**config.mk**
```make
export PLATFORM = sky130hd
export DESIGN_NAME = pcsmg_ctrl
export DESIGN_NICKNAME = d
export VERILOG_FILES = /design/src/verilog/pcsmg_pkg.sv /design/src/verilog/pcsmg_ctrl.sv /design/src/verilog/pcsmg_fifo.sv /design/src/verilog/pcsmg_link_timer.sv
export SDC_FILE = /design/constraint.sdc
export NUM_CORES = 1
export LEC_CHECK = 0
export ABC_AREA = 1
export BUFFER_PORTS_ARGS = -buffer_cell sky130_fd_sc_hd__buf_2
export CORE_ASPECT_RATIO = 0.8
export CORE_MARGIN = 10
export CORE_UTILIZATION = 45
export CTS_CLUSTER_SIZE = 8
export DETAILED_ROUTE_END_ITERATION = 10
export PLACE_DENSITY = 0.76
export SLEW_MARGIN = 20
export SYNTH_ARGS = -nofsm -noshare
export SYNTH_HDL_FRONTEND = slang
export SYNTH_HIERARCHICAL = 1
export SYNTH_SLANG_ARGS = --single-unit
```
**constraint.sdc**
```tcl
create_clock -name sys_clk_i -period 6.25 [get_ports sys_clk_i]
set_input_delay 0.625 -clock sys_clk_i [delete_from_list [all_inputs] [get_ports sys_clk_i]]
set_output_delay 0.625 -clock sys_clk_i [all_outputs]
set_load 0.05 [all_outputs]
```
**src/verilog/pcsmg_pkg.sv**
```systemverilog
// Shared constants and types for the PCS management and test-mode control block
// Functional notes
// (RULE_01) Negotiation runs only while enable high
// (RULE_02) Main reset holds all state machines
// (RULE_03) Restart returns negotiation to initial state
// (RULE_04) Done output high after negotiation completes
// (RULE_05) Partner ability word shown on output
// (RULE_06) Page received high only in acknowledge
// (RULE_07) Isolate forces receive GMII outputs zero
// (RULE_08) Isolate makes transmit see zero inputs
// (RULE_09) Isolation logical, outputs always driven
// (RULE_10) Unused test inputs tied low outside
// (RULE_11) Loopback feeds transmit code-groups to receive
// (RULE_12) Unidirectional keeps transmit path running
// (RULE_13) Otherwise receive faults suspend transmit input
// (RULE_14) Link good in link-ok when enabled
// (RULE_15) Link good in disable-link-ok when disabled
// (RULE_16) Active-low global reset clears everything; the FIFO storage array has no reset
// (RULE_17) Debug input shortens link timer greatly
// (RULE_18) Idle insertion high while negotiating
// (RULE_19) Local ability word sent while negotiating
// (RULE_20) Normal timer per link_timer, debug small
package pcsmg_pkg;

    // ==========================================================
    // Timing
    localparam int CLK_PERIOD_PS = 25000;
    localparam int LINK_TIMER_US = 10;
    localparam int LINK_TIMER_CYC = (LINK_TIMER_US * 1000000) / CLK_PERIOD_PS;
    localparam int DEBUG_TIMER_CYC = 16;
    localparam int TIMER_W = 20;

    // ==========================================================
    // Code-group constants
    localparam logic [7:0] K28_5 = 8'hbc;
    localparam logic [7:0] D21_5 = 8'hb5;
    localparam logic [7:0] D2_2 = 8'h42;
    localparam logic [7:0] D16_2 = 8'h50;
    localparam int ACK_BIT = 14;
    localparam int WORD_W = 16;
    localparam int CODE_W = 8;
    localparam int FIFO_DEPTH = 4;
    localparam int SYNC_NEED = 3;

    // ==========================================================
    // Negotiation states
    typedef enum logic [6:0] {
        PCSMG_AN_ENABLE = 7'h01,
        PCSMG_AN_RESTART = 7'h02,
        PCSMG_ABIL_DET = 7'h04,
        PCSMG_ACK_DET = 7'h08,
        PCSMG_CMPL_ACK = 7'h10,
        PCSMG_LINK_OK = 7'h20,
        PCSMG_DIS_LINK_OK = 7'h40
    } pcsmg_an_e;

endpackage : pcsmg_pkg

```
**src/verilog/pcsmg_ctrl.sv**
```systemverilog
// PCS management, negotiation and test-mode control top
`timescale 1ns/1ps
`default_nettype none
module pcsmg_ctrl #(
    parameter int LINK_CYC = pcsmg_pkg::LINK_TIMER_CYC,
    parameter int FIFO_DEPTH = pcsmg_pkg::FIFO_DEPTH
) (
    // Clock and reset
    input wire logic sys_clk_i,
    input wire logic rst_b_i,
    // Management
    input wire logic negotiation_enable_i,
    input wire logic pcs_main_reset_i,
    input wire logic negotiation_restart_i,
    input wire logic [15:0] local_ability_word_i,
    output logic negotiation_done_o,
    output logic [15:0] partner_ability_word_o,
    output logic page_received_o,
    output logic link_good_o,
    // Test modes
    input wire logic force_isolate_i,
    input wire logic force_loopback_i,
    input wire logic force_unidir_i,
    input wire logic debug_link_timer_short_i,
    // GMII transmit
    input wire logic [7:0] gmii_txd_i,
    input wire logic gmii_tx_en_i,
    input wire logic gmii_tx_er_i,
    output logic gmii_tx_ready_o,
    // GMII receive
    output logic [7:0] gmii_rxd_o,
    output logic gmii_rx_dv_o,
    output logic gmii_rx_er_o,
    // Code-group side
    output logic [7:0] tx_code_o,
    output logic tx_kcntl_o,
    input wire logic [7:0] rx_code_i,
    input wire logic rx_kcntl_i,
    input wire logic rx_cv_err_i,
    input wire logic signal_detect_i,
    output logic idle_insert_o
);
    // ==========================================================
    // Isolation and transmit FIFO
    logic [9:0] tx_word;
    logic [9:0] fifo_out;
    logic fifo_valid;
    logic fifo_pop;
    logic tx_accept;
    logic sm_rst;
    logic an_running;
    logic rx_sync_r;
    logic rx_bad;

    assign sm_rst = pcs_main_reset_i; // RULE_02
    // Isolate presents an all-zero GMII word to transmit
    assign tx_word = force_isolate_i ? 10'h000 : {gmii_tx_er_i, gmii_tx_en_i, gmii_txd_i}; // RULE_08
    assign rx_bad = !rx_sync_r || an_running;
    // FIFO data is only sent when transmit may use it; outside negotiation it is otherwise popped and dropped, during negotiation it is held
    assign tx_accept = force_unidir_i || !rx_bad; // RULE_12 RULE_13

    pcsmg_fifo #(
        .WIDTH(10),
        .DEPTH(FIFO_DEPTH)
    ) u_fifo (
        .sys_clk_i(sys_clk_i),
        .rst_b_i(rst_b_i),
        .flush_i(sm_rst),
        .in_valid_i(1'b1),
        .in_ready_o(gmii_tx_ready_o),
        .in_data_i(tx_word),
        .out_valid_o(fifo_valid),
        .out_ready_i(fifo_pop),
        .out_data_o(fifo_out)
    );

    // ==========================================================
    // Negotiation state machine
    pcsmg_pkg::pcsmg_an_e st_r;
    pcsmg_pkg::pcsmg_an_e st_nxt;
    logic tmr_start;
    logic tmr_done;
    logic [15:0] rx_word_r;
    logic [15:0] lp_word_r;
    logic rx_word_vld_r;
    logic [1:0] cfg_ph_r;

    pcsmg_link_timer #(
        .NORMAL_CYC(LINK_CYC),
        .DEBUG_CYC(pcsmg_pkg::DEBUG_TIMER_CYC)
    ) u_timer (
        .sys_clk_i(sys_clk_i),
        .rst_b_i(rst_b_i),
        .start_i(tmr_start),
        .short_i(debug_link_timer_short_i),
        .done_o(tmr_done)
    );

    always_comb begin
        st_nxt = st_r;
        case (st_r)
            pcsmg_pkg::PCSMG_AN_ENABLE: st_nxt = pcsmg_pkg::PCSMG_AN_RESTART;
            pcsmg_pkg::PCSMG_AN_RESTART: if (tmr_done) st_nxt = pcsmg_pkg::PCSMG_ABIL_DET;
            pcsmg_pkg::PCSMG_ABIL_DET: begin
                if (rx_word_vld_r && rx_word_r != 16'h0000) begin
                    st_nxt = pcsmg_pkg::PCSMG_ACK_DET;
                end
            end
            pcsmg_pkg::PCSMG_ACK_DET: begin
                if (rx_word_vld_r && rx_word_r[pcsmg_pkg::ACK_BIT]) begin
                    st_nxt = pcsmg_pkg::PCSMG_CMPL_ACK;
                end
            end
            pcsmg_pkg::PCSMG_CMPL_ACK: if (tmr_done) st_nxt = pcsmg_pkg::PCSMG_LINK_OK;
            pcsmg_pkg::PCSMG_LINK_OK: if (!rx_sync_r) st_nxt = pcsmg_pkg::PCSMG_AN_ENABLE;
            pcsmg_pkg::PCSMG_DIS_LINK_OK: st_nxt = pcsmg_pkg::PCSMG_DIS_LINK_OK;
            default: st_nxt = pcsmg_pkg::PCSMG_AN_ENABLE;
        endcase
        if (!negotiation_enable_i) begin
            st_nxt = pcsmg_pkg::PCSMG_DIS_LINK_OK; // RULE_01
        end else if (negotiation_restart_i || st_r == pcsmg_pkg::PCSMG_DIS_LINK_OK) begin
            st_nxt = pcsmg_pkg::PCSMG_AN_ENABLE; // RULE_03
        end
    end

    assign tmr_start = (st_nxt != st_r);

    always_ff @(posedge sys_clk_i or negedge rst_b_i) begin
        if (!rst_b_i) begin
            st_r <= pcsmg_pkg::PCSMG_AN_ENABLE; // RULE_16
        end else if (sm_rst) begin
            st_r <= pcsmg_pkg::PCSMG_AN_ENABLE; // RULE_02
        end else begin
            st_r <= st_nxt;
        end
    end

    assign an_running = negotiation_enable_i && !(st_r == pcsmg_pkg::PCSMG_LINK_OK);
    assign idle_insert_o = an_running && !sm_rst; // RULE_18
    assign page_received_o = (st_r == pcsmg_pkg::PCSMG_CMPL_ACK); // RULE_06
    assign link_good_o = negotiation_enable_i ? (st_r == pcsmg_pkg::PCSMG_LINK_OK) // RULE_14
        : (st_r == pcsmg_pkg::PCSMG_DIS_LINK_OK); // RULE_15

    always_ff @(posedge sys_clk_i or negedge rst_b_i) begin
        if (!rst_b_i) begin
            negotiation_done_o <= 1'b0;
        end else if (sm_rst || negotiation_restart_i || !negotiation_enable_i) begin
            negotiation_done_o <= 1'b0;
        end else if (st_r == pcsmg_pkg::PCSMG_LINK_OK) begin
            negotiation_done_o <= 1'b1; // RULE_04
        end
    end

    // ==========================================================
    // Transmit: config ordered set while negotiating, data or idle otherwise
    logic [1:0] tx_ph_r;
    logic [7:0] tx_code_nxt;
    logic tx_k_nxt;

    assign fifo_pop = !sm_rst && !an_running;

    always_comb begin
        tx_code_nxt = pcsmg_pkg::K28_5;
        tx_k_nxt = 1'b1;
        if (an_running) begin
            case (tx_ph_r)
                2'h0: begin
                    tx_code_nxt = pcsmg_pkg::K28_5;
                    tx_k_nxt = 1'b1;
                end
                2'h1: begin
                    tx_code_nxt = pcsmg_pkg::D21_5;
                    tx_k_nxt = 1'b0;
                end
                2'h2: begin
                    tx_code_nxt = local_ability_word_i[7:0]; // RULE_19
                    tx_k_nxt = 1'b0;
                end
                default: begin
                    tx_code_nxt = local_ability_word_i[15:8]; // RULE_19
                    tx_k_nxt = 1'b0;
                end
            endcase
        end else if (tx_accept && fifo_valid && fifo_out[8]) begin
            tx_code_nxt = fifo_out[7:0];
            tx_k_nxt = 1'b0;
        end else if (tx_ph_r[0]) begin
            tx_code_nxt = pcsmg_pkg::D16_2;
            tx_k_nxt = 1'b0;
        end
    end

    always_ff @(posedge sys_clk_i or negedge rst_b_i) begin
        if (!rst_b_i) begin
            tx_ph_r <= 2'h0;
            tx_code_o <= 8'h00;
            tx_kcntl_o <= 1'b0;
        end else if (sm_rst) begin
            tx_ph_r <= 2'h0;
            tx_code_o <= 8'h00;
            tx_kcntl_o <= 1'b0;
        end else begin
            tx_ph_r <= tx_ph_r + 2'h1;
            tx_code_o <= tx_code_nxt;
            tx_kcntl_o <= tx_k_nxt;
        end
    end

    // ==========================================================
    // Receive: loopback select, sync and config word capture
    logic [7:0] rx_cg;
    logic rx_k;
    logic [1:0] sync_cnt_r;

    assign rx_cg = force_loopback_i ? tx_code_o : rx_code_i; // RULE_11
    assign rx_k = force_loopback_i ? tx_kcntl_o : rx_kcntl_i; // RULE_11

    always_ff @(posedge sys_clk_i or negedge rst_b_i) begin
        if (!rst_b_i) begin
            sync_cnt_r <= 2'h0;
            rx_sync_r <= 1'b0;
        end else if (sm_rst || (!signal_detect_i && !force_loopback_i)
                || (rx_cv_err_i && !force_loopback_i)) begin
            sync_cnt_r <= 2'h0;
            rx_sync_r <= 1'b0;
        end else if (rx_k && rx_cg == pcsmg_pkg::K28_5 && !rx_sync_r) begin
            sync_cnt_r <= sync_cnt_r + 2'h1;
            rx_sync_r <= (sync_cnt_r == 2'(pcsmg_pkg::SYNC_NEED - 1));
        end
    end

    always_ff @(posedge sys_clk_i or negedge rst_b_i) begin
        if (!rst_b_i) begin
            cfg_ph_r <= 2'h0;
            rx_word_r <= 16'h0000;
            rx_word_vld_r <= 1'b0;
        end else if (sm_rst) begin
            cfg_ph_r <= 2'h0;
            rx_word_r <= 16'h0000;
            rx_word_vld_r <= 1'b0;
        end else begin
            rx_word_vld_r <= 1'b0;
            case (cfg_ph_r)
                2'h0: begin
                    if (rx_k && rx_cg == pcsmg_pkg::K28_5) begin
                        cfg_ph_r <= 2'h1;
                    end
                end
                2'h1: begin
                    cfg_ph_r <= (!rx_k && (rx_cg == pcsmg_pkg::D21_5 || rx_cg == pcsmg_pkg::D2_2))
                        ? 2'h2 : 2'h0;
                end
                2'h2: begin
                    rx_word_r[7:0] <= rx_cg;
                    cfg_ph_r <= 2'h3;
                end
                default: begin
                    rx_word_r[15:8] <= rx_cg;
                    rx_word_vld_r <= 1'b1;
                    cfg_ph_r <= 2'h0;
                end
            endcase
        end
    end

    always_ff @(posedge sys_clk_i or negedge rst_b_i) begin
        if (!rst_b_i) begin
            lp_word_r <= 16'h0000;
        end else if (sm_rst) begin
            lp_word_r <= 16'h0000;
        end else if (rx_word_vld_r && st_r == pcsmg_pkg::PCSMG_ABIL_DET) begin
            lp_word_r <= rx_word_r; // RULE_05
        end
    end
    assign partner_ability_word_o = lp_word_r;

    // Isolated outputs stay driven as zeros, never released
    always_ff @(posedge sys_clk_i or negedge rst_b_i) begin
        if (!rst_b_i) begin
            gmii_rxd_o <= 8'h00;
            gmii_rx_dv_o <= 1'b0;
            gmii_rx_er_o <= 1'b0;
        end else if (force_isolate_i || sm_rst || !rx_sync_r) begin
            gmii_rxd_o <= 8'h00; // RULE_07 RULE_09
            gmii_rx_dv_o <= 1'b0;
            gmii_rx_er_o <= 1'b0;
        end else begin
            gmii_rxd_o <= rx_k ? 8'h00 : rx_cg;
            gmii_rx_dv_o <= !rx_k && !link_good_o ? 1'b0 : !rx_k;
            gmii_rx_er_o <= rx_cv_err_i && !force_loopback_i;
        end
    end

    // ==========================================================
    // Checks
    a_isolate_rx_zero: assert property (@(posedge sys_clk_i) disable iff (!rst_b_i) // RULE_07
        force_isolate_i |=> (gmii_rxd_o == 8'h00 && !gmii_rx_dv_o))
        else $error("receive output not zero under isolate");
    a_page_rx_state: assert property (@(posedge sys_clk_i) disable iff (!rst_b_i) // RULE_06
        $rose(page_received_o) |-> $past(st_r) == pcsmg_pkg::PCSMG_ACK_DET)
        else $error("page received raised outside acknowledge");
    a_main_reset_hold: assert property (@(posedge sys_clk_i) disable iff (!rst_b_i) // RULE_02
        sm_rst |=> (st_r == pcsmg_pkg::PCSMG_AN_ENABLE && tx_code_o == 8'h00))
        else $error("main reset did not hold state");
    a_restart_init: assert property (@(posedge sys_clk_i) disable iff (!rst_b_i) // RULE_03
        (negotiation_restart_i && negotiation_enable_i && !sm_rst)
        |=> st_r == pcsmg_pkg::PCSMG_AN_ENABLE)
        else $error("restart ignored");
    a_disable_link: assert property (@(posedge sys_clk_i) disable iff (!rst_b_i) // RULE_15 RULE_01
        (!negotiation_enable_i && !sm_rst) [*2] |-> link_good_o)
        else $error("link not good when negotiation disabled");
    a_done_link_ok: assert property (@(posedge sys_clk_i) disable iff (!rst_b_i) // RULE_04 RULE_14
        (st_r == pcsmg_pkg::PCSMG_LINK_OK && negotiation_enable_i && !negotiation_restart_i
        && !sm_rst) |=> negotiation_done_o)
        else $error("done not raised in link ok");
    a_idle_insert: assert property (@(posedge sys_clk_i) disable iff (!rst_b_i) // RULE_18
        (st_r == pcsmg_pkg::PCSMG_ABIL_DET && negotiation_enable_i && !sm_rst)
        |-> idle_insert_o)
        else $error("idle insert low while negotiating");
    a_cfg_word_tx: assert property (@(posedge sys_clk_i) disable iff (!rst_b_i) // RULE_19
        (an_running && !sm_rst && tx_ph_r == 2'h2)
        |=> tx_code_o == $past(local_ability_word_i[7:0]))
        else $error("ability word not sent");
    a_loop_path: assert property (@(posedge sys_clk_i) disable iff (!rst_b_i) // RULE_11
        (force_loopback_i && !force_isolate_i && !sm_rst && rx_sync_r && !tx_kcntl_o)
        |=> gmii_rxd_o == $past(tx_code_o))
        else $error("loopback path wrong");

    c_reach_link: cover property (@(posedge sys_clk_i) disable iff (!rst_b_i)
        st_r == pcsmg_pkg::PCSMG_LINK_OK);
    c_page_rx: cover property (@(posedge sys_clk_i) disable iff (!rst_b_i) page_received_o);
    c_isolate: cover property (@(posedge sys_clk_i) disable iff (!rst_b_i)
        force_isolate_i && rx_sync_r);
    c_unidir: cover property (@(posedge sys_clk_i) disable iff (!rst_b_i)
        force_unidir_i && rx_bad && fifo_valid);
endmodule : pcsmg_ctrl
`default_nettype wire

```
**src/verilog/pcsmg_fifo.sv**
```systemverilog
// Small valid/ready FIFO held in flip-flops
`timescale 1ns/1ps
`default_nettype none
module pcsmg_fifo #(
    parameter int WIDTH = 8,
    parameter int DEPTH = 4
) (
    // Clock and reset
    input wire logic sys_clk_i,
    input wire logic rst_b_i,
    input wire logic flush_i,
    // Fill side
    input wire logic in_valid_i,
    output logic in_ready_o,
    input wire logic [WIDTH-1:0] in_data_i,
    // Drain side
    output logic out_valid_o,
    input wire logic out_ready_i,
    output logic [WIDTH-1:0] out_data_o
);
    localparam int AW = $clog2(DEPTH);
    logic [WIDTH-1:0] mem_r [DEPTH];
    logic [AW-1:0] wr_r;
    logic [AW-1:0] rd_r;
    logic [AW:0] cnt_r;
    logic push;
    logic pop;

    assign in_ready_o = (cnt_r != (AW+1)'(DEPTH));
    assign out_valid_o = (cnt_r != '0);
    assign out_data_o = mem_r[rd_r];
    assign push = in_valid_i && in_ready_o;
    assign pop = out_valid_o && out_ready_i;

    always_ff @(posedge sys_clk_i) begin
        if (push) begin
            mem_r[wr_r] <= in_data_i;
        end
    end

    always_ff @(posedge sys_clk_i or negedge rst_b_i) begin
        if (!rst_b_i) begin
            wr_r <= '0;
            rd_r <= '0;
            cnt_r <= '0;
        end else if (flush_i) begin
            wr_r <= '0;
            rd_r <= '0;
            cnt_r <= '0;
        end else begin
            if (push) begin
                wr_r <= (wr_r == AW'(DEPTH - 1)) ? '0 : wr_r + 1'b1;
            end
            if (pop) begin
                rd_r <= (rd_r == AW'(DEPTH - 1)) ? '0 : rd_r + 1'b1;
            end
            cnt_r <= cnt_r + (AW+1)'(push) - (AW+1)'(pop);
        end
    end

    a_fifo_no_over: assert property (@(posedge sys_clk_i) disable iff (!rst_b_i)
        cnt_r <= (AW+1)'(DEPTH)) else $error("FIFO count beyond depth");
endmodule : pcsmg_fifo
`default_nettype wire

```
**src/verilog/pcsmg_link_timer.sv**
```systemverilog
// Auto-negotiation link timer with a debug short mode
`timescale 1ns/1ps
`default_nettype none
module pcsmg_link_timer #(
    parameter int NORMAL_CYC = pcsmg_pkg::LINK_TIMER_CYC,
    parameter int DEBUG_CYC = pcsmg_pkg::DEBUG_TIMER_CYC
) (
    // Clock and reset
    input wire logic sys_clk_i,
    input wire logic rst_b_i,
    // Control
    input wire logic start_i,
    input wire logic short_i,
    // Status
    output logic done_o
);
    localparam int W = pcsmg_pkg::TIMER_W;
    logic [W-1:0] cnt_r;
    logic [W-1:0] limit;

    assign limit = short_i ? W'(DEBUG_CYC - 1) : W'(NORMAL_CYC - 1); // RULE_17 RULE_20
    assign done_o = (cnt_r >= limit);

    always_ff @(posedge sys_clk_i or negedge rst_b_i) begin
        if (!rst_b_i) begin
            cnt_r <= '0;
        end else if (start_i) begin
            cnt_r <= '0;
        end else if (!done_o) begin
            cnt_r <= cnt_r + 1'b1;
        end
    end
endmodule : pcsmg_link_timer
`default_nettype wire

```
Word-level counts from Yosys, hierarchy flattened
Memory sizes are Yosys's and may differ from the RTL's.
Cells that the tools add are included.
{"block": "totals", "register_bits": 94, "mem_bits_rw": 40, "input_bits": 46, "out_inout_bits": 40, "elab_cells": 154, "memories": 1}
{"block": "classes", "add_sub_neg": 7, "order_cmp": 1, "n_eq_ne": 22, "n_mux": 58, "n_reduce_logical": 46}
{"memory": "u_fifo.mem_r", "depth": 4, "width": 10, "rd": 1, "rd_clocked_by_memory_dff": 0, "write_ports": 1, "line": "pcsmg_fifo.sv:22", "text": "logic [WIDTH-1:0] mem_r [DEPTH];"}
{"cell": "two-way mux 8 bit", "count": 9}
{"cell": "two-way mux 7 bit", "count": 8}
{"cell": "one-hot mux 7 bit (7 select lines)", "count": 1}
{"cell": "two-way mux 16 bit", "count": 3}
{"cell": "two-way mux 20 bit", "count": 2}
{"cell": "two-way mux 2 bit", "count": 12}
{"cell": "one-hot mux 8 bit (3 select lines)", "count": 1}
{"cell": "adder 20 x 1 -> 20 bit (second input constant)", "count": 1}
{"cell": ">= comparator 20 bit", "count": 1}
{"cell": "two-way mux 1 bit", "count": 18}
{"cell": "== test 8 bit (second input constant)", "count": 2}
{"cell": "nonzero test 16 bit", "count": 1}
{"cell": "logical AND 1 bit", "count": 15}
{"cell": "nonzero test 2 bit", "count": 6}
{"cell": "== test 2 bit (second input constant)", "count": 5}
{"cell": "zero test 1 bit", "count": 10}
{"cell": "logical OR 1 bit", "count": 10}
{"cell": "two-way mux 10 bit", "count": 1}
{"cell": "two-way mux 9 bit", "count": 1}
{"cell": "adder 2 x 1 -> 2 bit (second input constant)", "count": 4}
{"cell": "== test 8 x 7 -> 1 bit (second input constant)", "count": 1}
{"cell": "== test 7 x 1 -> 1 bit (second input constant)", "count": 1}
{"cell": "== test 7 x 2 -> 1 bit (second input constant)", "count": 1}
{"cell": "== test 7 x 3 -> 1 bit (second input constant)", "count": 1}
{"cell": "other kinds (16)", "count": 19}

Logic depth before layout (Yosys ltp)
Gate-level depths: netlist of the first run.
{"block": "depth", "ltp_word": 11, "mapped_depth": 21, "depth_no_buf": 19}

Modules after synthesis
The synthesis of the first run kept the hierarchy.
{"mod": "pcsmg_ctrl", "n_inst": 1, "cells_each": 469, "area_per_inst_um2": 3573.4, "seq_area_each_um2": 1677.9}
{"mod": "pcsmg_fifo", "n_inst": 1, "cells_each": 176, "area_per_inst_um2": 2080.7, "seq_area_each_um2": 1376.3}
{"mod": "pcsmg_link_timer", "n_inst": 1, "cells_each": 138, "area_per_inst_um2": 1094.8, "seq_area_each_um2": 500.5}

Worst setup path after synthesis of the first run
No wires, ideal clock.
{"block": "synth_timing", "path_type": "input -> register", "start": "in debug_link_timer_short_i", "end": "reg u_timer.cnt_r[7]", "setup_time_ps": 65, "arrival_time_ps": 2723, "required_time_ps": 6185, "path_slack_ps": 3462, "cell_stages": 19, "path_buffers": 3, "cell_sequence": "ha_1 nor2_1 nor2_4 nand2_2 nand3_4 buf_8 inv_1 nand3_1 o21ai_1 nand3_1 nand2_1 nand2_1 nor3_1 nand3_1 buf_2 inv_1 buf_2 nand3_1 nand2_1"}
{"block": "synth_between", "elab_chain_len": 8, "word_cells_on_any_way": 10, "classes_between": "1 x order compare; 2 x eq/ne; 7 x mux"}
{"element": "start, declared", "line": "pcsmg_ctrl.sv:24", "text": "input wire logic debug_link_timer_short_i,"}
{"element": "two-way mux 9 bit *", "line": "pcsmg_link_timer.sv:21", "text": "assign limit = short_i ? W'(DEBUG_CYC - 1) : W'(NORMAL_CYC - 1);"}
{"element": ">= comparator 20 bit *", "line": "pcsmg_link_timer.sv:22", "text": "assign done_o = (cnt_r >= limit);"}
{"element": "net tmr_done", "line": "pcsmg_ctrl.sv:82", "text": "logic tmr_done;"}
{"element": "two-way mux 7 bit, on equally long branches", "line": "pcsmg_ctrl.sv:114, pcsmg_ctrl.sv:103"}
{"element": "one-hot mux 7 bit (7 select lines) *", "line": "pcsmg_ctrl.sv:101", "text": "case (st_r)"}
{"element": "two-way mux 7 bit *", "line": "pcsmg_ctrl.sv:121", "text": "end else if (negotiation_restart_i || st_r == pcsmg_pkg::PCSMG_DIS_LINK_OK) begin"}
{"element": "two-way mux 7 bit *", "line": "pcsmg_ctrl.sv:119", "text": "if (!negotiation_enable_i) begin"}
{"element": "inequality test 7 bit *", "line": "pcsmg_ctrl.sv:126", "text": "assign tmr_start = (st_nxt != st_r);"}
{"element": "net tmr_start", "line": "pcsmg_ctrl.sv:81", "text": "logic tmr_start;"}
{"element": "inequality test 2 bit (no source line) or two-way mux 20 bit (tied branches)"}
{"element": "end signal, assigned", "line": "pcsmg_link_timer.sv:30", "text": "cnt_r <= cnt_r + 1'b1;"}
{"element": "end, declared", "line": "pcsmg_link_timer.sv:18", "text": "logic [W-1:0] cnt_r;"}
The timed path passes the listed nets; every way through them passes the cells marked *.
A chain may end at the register's enable or synchronous reset.

Worst setup path after layout of the first run
{"block": "layout_timing", "start": "reg u_timer.cnt_r[7]", "end": "reg u_timer.cnt_r[9]"}
{"block": "layout_between", "elab_chain_len": 7, "word_cells_on_any_way": 11, "classes_between": "1 x add/sub; 1 x order compare; 2 x eq/ne; 7 x mux"}
{"element": ">= comparator 20 bit *", "line": "pcsmg_link_timer.sv:22"}
{"element": "net tmr_done", "line": "pcsmg_ctrl.sv:82"}
{"element": "two-way mux 7 bit, on equally long branches", "line": "pcsmg_ctrl.sv:114, pcsmg_ctrl.sv:103"}
{"element": "one-hot mux 7 bit (7 select lines) *", "line": "pcsmg_ctrl.sv:101"}
{"element": "two-way mux 7 bit *", "line": "pcsmg_ctrl.sv:121"}
{"element": "two-way mux 7 bit *", "line": "pcsmg_ctrl.sv:119"}
{"element": "inequality test 7 bit *", "line": "pcsmg_ctrl.sv:126"}
{"element": "net tmr_start", "line": "pcsmg_ctrl.sv:81"}
{"element": "inequality test 2 bit (no source line) or two-way mux 20 bit (tied branches)"}
The timed path passes the listed nets; every way through them passes the cells marked *. The select of a mux whose other input is x is not followed.

==> results.md, run 1 <==
* Status: finished, final reports clean
* Number of setup buffers added after CTS at 0
* Crit-path max FO at 17
* Peak Freq at 0.265 GHz
* N_diodes at 0
* Final setup TNS at 0 ns
* DRC at 0
* Worst setup EP type: flop
* Fillers at 1267
* Starting density of the core at 0.461
* Grt total ovfl at 0
* WP data required at 6.56 ns
* Worst Hold Class: input port to async pin
* Area growth syn-to-layout at 16.8%
* Die area at 19900 sq um
* Post-CTS Hold Fix Bufs at 0
* Num CTS Buffers at 17
* Internal cell power at 1.63 mW
* Worst setup path startpoint: u_timer/cnt_r[7]$_DFFE_PN0P_
* First-pass GRT wire length at 25400 um
* Htree depth at 4
* Clock slew at the register clock pins of the worst setup and hold paths at 0.06 ns
* CP arrival at 4.08 ns
* Clk sinks at 130
* Worst-Margin Slew at 0.996 ns
* Mean post-synth cell area at 8.56 sq um
* Relative slew slack at 0.333
* Vias at 5315
* Final worst-path cycle share at 0.604
* Final hold viol count at 0
* Max IR drop VDD at 191 uV
* Multi-input gate area at 2570 sq um
* Clk buf depth at 2
* Post-DR wirelength/cell at 14.8 um
* RSZ-0062 raised after global routing: false
* Worst-Skew Late Latency at 0.41 ns
* FF+latch area at 3440 sq um
* Switching part of the total at 0.296
* Static leakage power at 3.80 nW
* Combinational fraction of design power at 0.147
* Clock Skew at 0.00923 ns
* Top cell by count, worst path: nand2_1
* Vias in the first global route at 5117
* Core Footprint at 14300 sq um
* Die X at 155 um
* Flop pwr share at 0.424
* IO Pins at 86
* Antenna violations before repair at 0
* Placer congestion estimate at 0.907
* Post-route minimum period at 3.77 ns
* Post-CTS sizing at 0
* Final setup fails at 0
* Post-Syn Instances at 770
* Utilization after layout at 0.538
* Worst setup SP type: flop
* Port bufs at 84
* Final net count at 915
* CTS tree: built
* Num rows at 39
* Sw Pwr at 684 uW
* Max Cap Violations at 0
* Crit path kind: flop to flop
* CP delay by family, top: simple AND/OR/NAND/NOR gates
* Part of the power in the clock network at 0.430
* Antenna Violating Nets Remaining at 0
* Chip height at 128 um
* Synth Cell Area at 6590 sq um
* First drt pass iteration count at 5
* Starting DRC count in detailed routing at 367
* Buf/Inv on CP at 2
* Clock root buffer: clkbuf_16
* CP max-delay cell: inv_1
* Detailed placement HPWL at 11200 um
* DRT Wirelength at 15600 um
* Vias per inst at 5.06
* Reg2reg start: u_timer/cnt_r[7]$_DFFE_PN0P_
* Pwr dens at 300 nW/um^2
* CP peak stage delay at 0.63 ns
* Worst path cell trace: ha_1 -> nor2_1 -> nor2_4 -> nand2_2 -> nand3_4 -> inv_1 -> nand3_1 -> o21ai_1 -> nand3_1 -> nand2_1 -> nand2_1 -> nor3_1 -> nand3_1 -> inv_1 -> nand2_2 -> nand2_1 -> nand2_1
* Final-report max-slew violation count at 0
* Gr usage total at 0.158
* Share of layout cells above drive strength 1 at 0.191
* Yosys Warn Count at 6
* Largest net degree at the start of global routing at 54
-- placed cells by master, fill, tap and decap left out, drive strengths merged, types with 4 or more instances in the layout --
| master | instances |
|---|---|
| clkinv | 4 |
| nand2 | 166 |
| a21oi | 32 |
| o21ai | 50 |
| o211ai | 9 |
| edfxtp | 36 |
| nor3 | 9 |
| inv | 122 |
| clkbuf | 18 |
| nor2 | 112 |
| dfrtp | 93 |
| buf | 85 |
| nand4 | 12 |
| ha | 15 |
| nand3 | 67 |
| o22ai | 9 |
| nor4 | 5 |
-- worst register-to-register path, delay by kind of cell, from the launching register on --
kind / cells / cell delay, ns
simple gates: 13 / 2.03
buf+inv: 2 / 0.77
flops: 1 / 0.45
fa+ha+maj: 1 / 0.30
compound gates: 1 / 0.12
-- routing by layer --
metal  vias to the layer above  global-route usage  share of wire
li1                       2654                   -              -
met1                      2479               0.204           0.47
met2                       159               0.248           0.45
met3                        23              0.0466          0.067
met4                         0              0.0566          0.013
met5                         -                   0              0
-- metrics by stage --
stage	worst slack, ns	std cells	hold slack, ns	cell area, sq um	power [mW]
finish	2.48	1050	0.180	7700	2.31
global route	2.15	1050	0.221	7700	2.42
CTS	2.52	1050	0.190	7700	2.33
detailed placement	2.22	1018	0.464	7100	1.33
global placement	2.31	1018	0.457	7100	1.32
floorplan	3.46	772	0.329	6600	1.23
-- area by class of cell --
cell class | count | area share
flip-flops and latches | 130 | 0.446
multi-input cells | 504 | 0.334
inverters | 115 | 0.0561
repair buffers | 85 | 0.0559
clock buffers | 18 | 0.0558
well taps | 184 | 0.0299
clock inverters | 14 | 0.0216
-- flip-flops by register name, summed over array words and instances (netlist names), 2 cells and up --
| register | count |
|---|---|
| tx_code_o | 8 |
| rx_word_r | 16 |
| u_fifo/rd_r | 2 |
| u_fifo/mem_r | 36 |
| sync_cnt_r | 2 |
| cfg_ph_r | 2 |
| partner_ability_word_o | 16 |
| tx_ph_r | 2 |
| st_r | 7 |
| gmii_rxd_o | 8 |
| u_fifo/cnt_r | 3 |
| u_timer/cnt_r | 20 |
| u_fifo/wr_r | 2 |
-- final timing paths --
path / endpoint / slack (ns) / cells past startpoint
setup / recovery: u_timer/cnt_r[9]$_DFFE_PN0P_ / 2.48 / 17
hold / removal: gmii_rxd_o[4]$_DFF_PN0_ / 0.18 / 1
setup reg to reg: u_timer/cnt_r[9]$_DFFE_PN0P_ / 2.48 / 17
hold reg to reg: u_timer/cnt_r[11]$_DFFE_PN0P_ / 0.48 / 2
max in group asynchronous: u_fifo/rd_r[0]$_DFFE_PN0P_ / 4.98 / 2
min in group sys_clk_i: negotiation_done_o$_DFFE_PN0P_ / 0.41 / 2
-- power by group through the flow --
| stage | Sequential (mW) | Clock, mW | Combinational [mW] |
|---|---|---|---|
| 2_1_floorplan | 0.996 | 0 | 0.239 |
| 3_3_place_gp | 0.991 | 0 | 0.326 |
| 3_5_place_dp | 0.994 | 0 | 0.336 |
| 4_1_cts | 0.978 | 1.01 | 0.339 |
| 5_1_grt | 0.985 | 1.06 | 0.378 |
| 6_report | 0.980 | 0.994 | 0.339 |
No activity file was read; power rests on OpenSTA's default activity.
==> run 2, diff against run 1 <==
--- a/config.mk
+++ b/config.mk
@@ -12,7 +12,7 @@
 export CORE_UTILIZATION = 45
 export CTS_CLUSTER_SIZE = 8
 export DETAILED_ROUTE_END_ITERATION = 10
-export PLACE_DENSITY = 0.76
+export PLACE_DENSITY = 0.78
 export SLEW_MARGIN = 20
 export SYNTH_ARGS = -nofsm -noshare
 export SYNTH_HDL_FRONTEND = slang
==> constraint.sdc (replaced) <==
create_clock -name sys_clk_i -period 3.3 [get_ports sys_clk_i]
set_input_delay 0.33 -clock sys_clk_i [delete_from_list [all_inputs] [get_ports sys_clk_i]]
set_output_delay 0.33 -clock sys_clk_i [all_outputs]
set_load 0.05 [all_outputs]
==> run 2 against run 1 <==
Effect of this change:
- critical endpoint is now u_timer/cnt_r[1]$_DFFE_PN0P_
- combinational power is 89% higher
- sequential share of layout area is 0.26 points lower
- flip-flop and latch count stayed put
- critical path depth stayed put
- die area stayed put
- register-to-register slack worse by 2.0 ns
- hold slack worse by 0.062 ns
- routed wire length is 0.92% lower
- via count is 0.40% higher
- maximum frequency is 33% higher
- cell count is 0.48% higher
- clock skew is 0.00096 ns higher
==> results.md, run 2 (synthesis results as in run 1) <==
* Final worst-path cycle share at 0.862
* Clk buf depth at 2
* Fillers at 1290
* Met3 Use GR at 0.0530
* Vias at 5336
* Status: finished, final reports clean
* Gr busiest metal: met2
* Peak Freq at 0.351 GHz
* Final hold viol count at 0
* Clock Skew at 0.0102 ns
* Clock root buffer: clkbuf_16
* Crit-path max FO at 13
* Pwr dens at 567 nW/um^2
* Switching part of the total at 0.289
* CP arrival at 3.20 ns
* CTS tree: built
* Utilization after layout at 0.542
* Post-route minimum period at 2.85 ns
* Num CTS Buffers at 17
* Vias per inst at 5.06
* Number of setup buffers added after CTS at 0
* CP peak stage delay at 0.45 ns
* Worst-Margin Slew at 0.942 ns
* IO Pins at 86
* Static leakage power at 3.83 nW
* Antenna Violating Nets Remaining at 0
* Worst path cell trace: ha_1 -> nor2_1 -> nor2_4 -> nand2_2 -> nand3_4 -> inv_1 -> nand3_1 -> o21ai_1 -> nand3_1 -> nand2_1 -> nand2_1 -> nor3_1 -> nand3_1 -> inv_1 -> buf_4 -> nand3_1 -> nand2_1
* Top cell by count, worst path: nand3_1
* Sw Pwr at 1.27 mW
* Die area at 19900 sq um
* Biggest regs: u_fifo/mem_r x36, u_timer/cnt_r x20
* Place WS at 0.456 ns
* Largest net degree at the start of global routing at 50
* Chip height at 128 um
* Num rows at 39
* Grt total ovfl at 0
* Worst Hold Class: input port to flop
* Port bufs at 84
* RSZ-0062 raised after global routing: false
* First-pass GRT wire length at 26100 um
* Worst-Skew Late Latency at 0.42 ns
* Final-report max-slew violation count at 0
* Total power draw at 4.39 mW
* CP max-delay cell: dfrtp_1
* Final net count at 920
* DRC at 0
* Top reg by flops: u_fifo/mem_r
* Post-Layout Inst Area at 7740 sq um
* Post-CTS Hold Fix Bufs at 1
* First drt pass iteration count at 7
* Starting DRC count in detailed routing at 402
* Vias in the first global route at 5267
* Part of the power in the clock network at 0.432
* Placed cell areas at 7130 sq um
* Max IR drop VDD at 439 uV
* M2 GR Usage at 0.245
* Post-DR wirelength/cell at 14.6 um
* Worst setup EP type: flop
* Die X at 155 um
* DRT Wirelength at 15400 um
* Post-CTS sizing at 0
* Met1 usage at 0.211
* Detailed placement HPWL at 11200 um
* Max Cap Violations at 0
* Htree depth at 4
* Share of layout cells above drive strength 1 at 0.194
* Final setup margin at 0.454 ns
* N_diodes at 0
* Starting density of the core at 0.461
* WP data required at 3.65 ns
* Crit path kind: flop to flop
* Commonest non-fill, non-tap cells in the layout: nand2_1 (154), inv_1 (103), nor2_1 (101), dfrtp_1 (92), buf_2 (83)
* Clock slew at the register clock pins of the worst setup and hold paths at 0.06 ns
* Internal cell power at 3.12 mW
* Final setup fails at 0
* Most common cell after layout, fill and taps aside: nand2_1
* Area growth syn-to-layout at 17.5%
* Antenna violations before repair at 0
* Final setup TNS at 0 ns
* Flop pwr share at 0.422
* Max FFs per register at 36
* Placer congestion estimate at 0.893
* Relative slew slack at 0.372
* Clk sinks at 130
* Core Footprint at 14300 sq um
* Combinational fraction of design power at 0.146
* Worst setup SP type: flop
* Gr usage total at 0.160
==> run 2: metal layers <==
metal	share of wire	wire length, um
met1	0.47	7180
met3	0.075	1150
met5	0	0
met2	0.45	6890
met4	0.014	214
==> run 2: final cells by class <==
| cell class | instances | area [sq um] | area share |
|---|---|---|---|
| Clock buffer | 19 | 454 | 0.0587 |
| Tap cell | 184 | 230 | 0.0297 |
| Timing Repair Buffer | 90 | 470 | 0.0608 |
| Inverter | 115 | 432 | 0.0558 |
| Sequential cell | 130 | 3440 | 0.444 |
| Clock inverter | 13 | 146 | 0.0189 |
| Multi-Input combinational cell | 504 | 2570 | 0.332 |
==> run 2: per-stage QoR <==
step / instances / hold slack [ns]
3_3_place_gp: 1022 / 0.382
4_1_cts: 1055 / 0.103
2_1_floorplan: 772 / 0.0344
6_report: 1055 / 0.118
3_5_place_dp: 1022 / 0.392
5_1_grt: 1055 / 0.124
==> run 2: path summary, 6_finish.rpt <==
| path | cells after the start | end | startpoint | slack [ns] |
|---|---|---|---|---|
| setup / recovery | 17 | u_timer/cnt_r[1]$_DFFE_PN0P_ | u_timer/cnt_r[7]$_DFFE_PN0P_ | 0.45 |
| hold / removal | 2 | negotiation_done_o$_DFFE_PN0P_ | negotiation_restart_i | 0.12 |
| setup reg to reg | 17 | u_timer/cnt_r[1]$_DFFE_PN0P_ | u_timer/cnt_r[7]$_DFFE_PN0P_ | 0.45 |
| hold reg to reg | 2 | u_timer/cnt_r[18]$_DFFE_PN0P_ | u_timer/cnt_r[18]$_DFFE_PN0P_ | 0.48 |
| max in group asynchronous | 3 | st_r[0]$_DFF_PN1_ | rst_b_i | 2.03 |
| min in group asynchronous | 2 | gmii_rxd_o[2]$_DFF_PN0_ | rst_b_i | 0.47 |
==> run 2: critical path: cells and delay by family, from the launching register on <==
family,cells,cell delay [ns]
compound gates,1,0.12
fa+ha+maj,1,0.31
buf+inv,3,0.48
flops,1,0.45
simple gates,12,1.40
==> run 2: power by group through the flow <==
| stage | sequential [mW] | combinational (mW) | clock (mW) |
|---|---|---|---|
| 3_3_place_gp | 1.88 | 0.623 | 0 |
| 4_1_cts | 1.85 | 0.643 | 1.93 |
| 2_1_floorplan | 1.89 | 0.452 | 0 |
| 5_1_grt | 1.87 | 0.721 | 2.03 |
| 3_5_place_dp | 1.88 | 0.638 | 0 |
| 6_report | 1.85 | 0.640 | 1.90 |
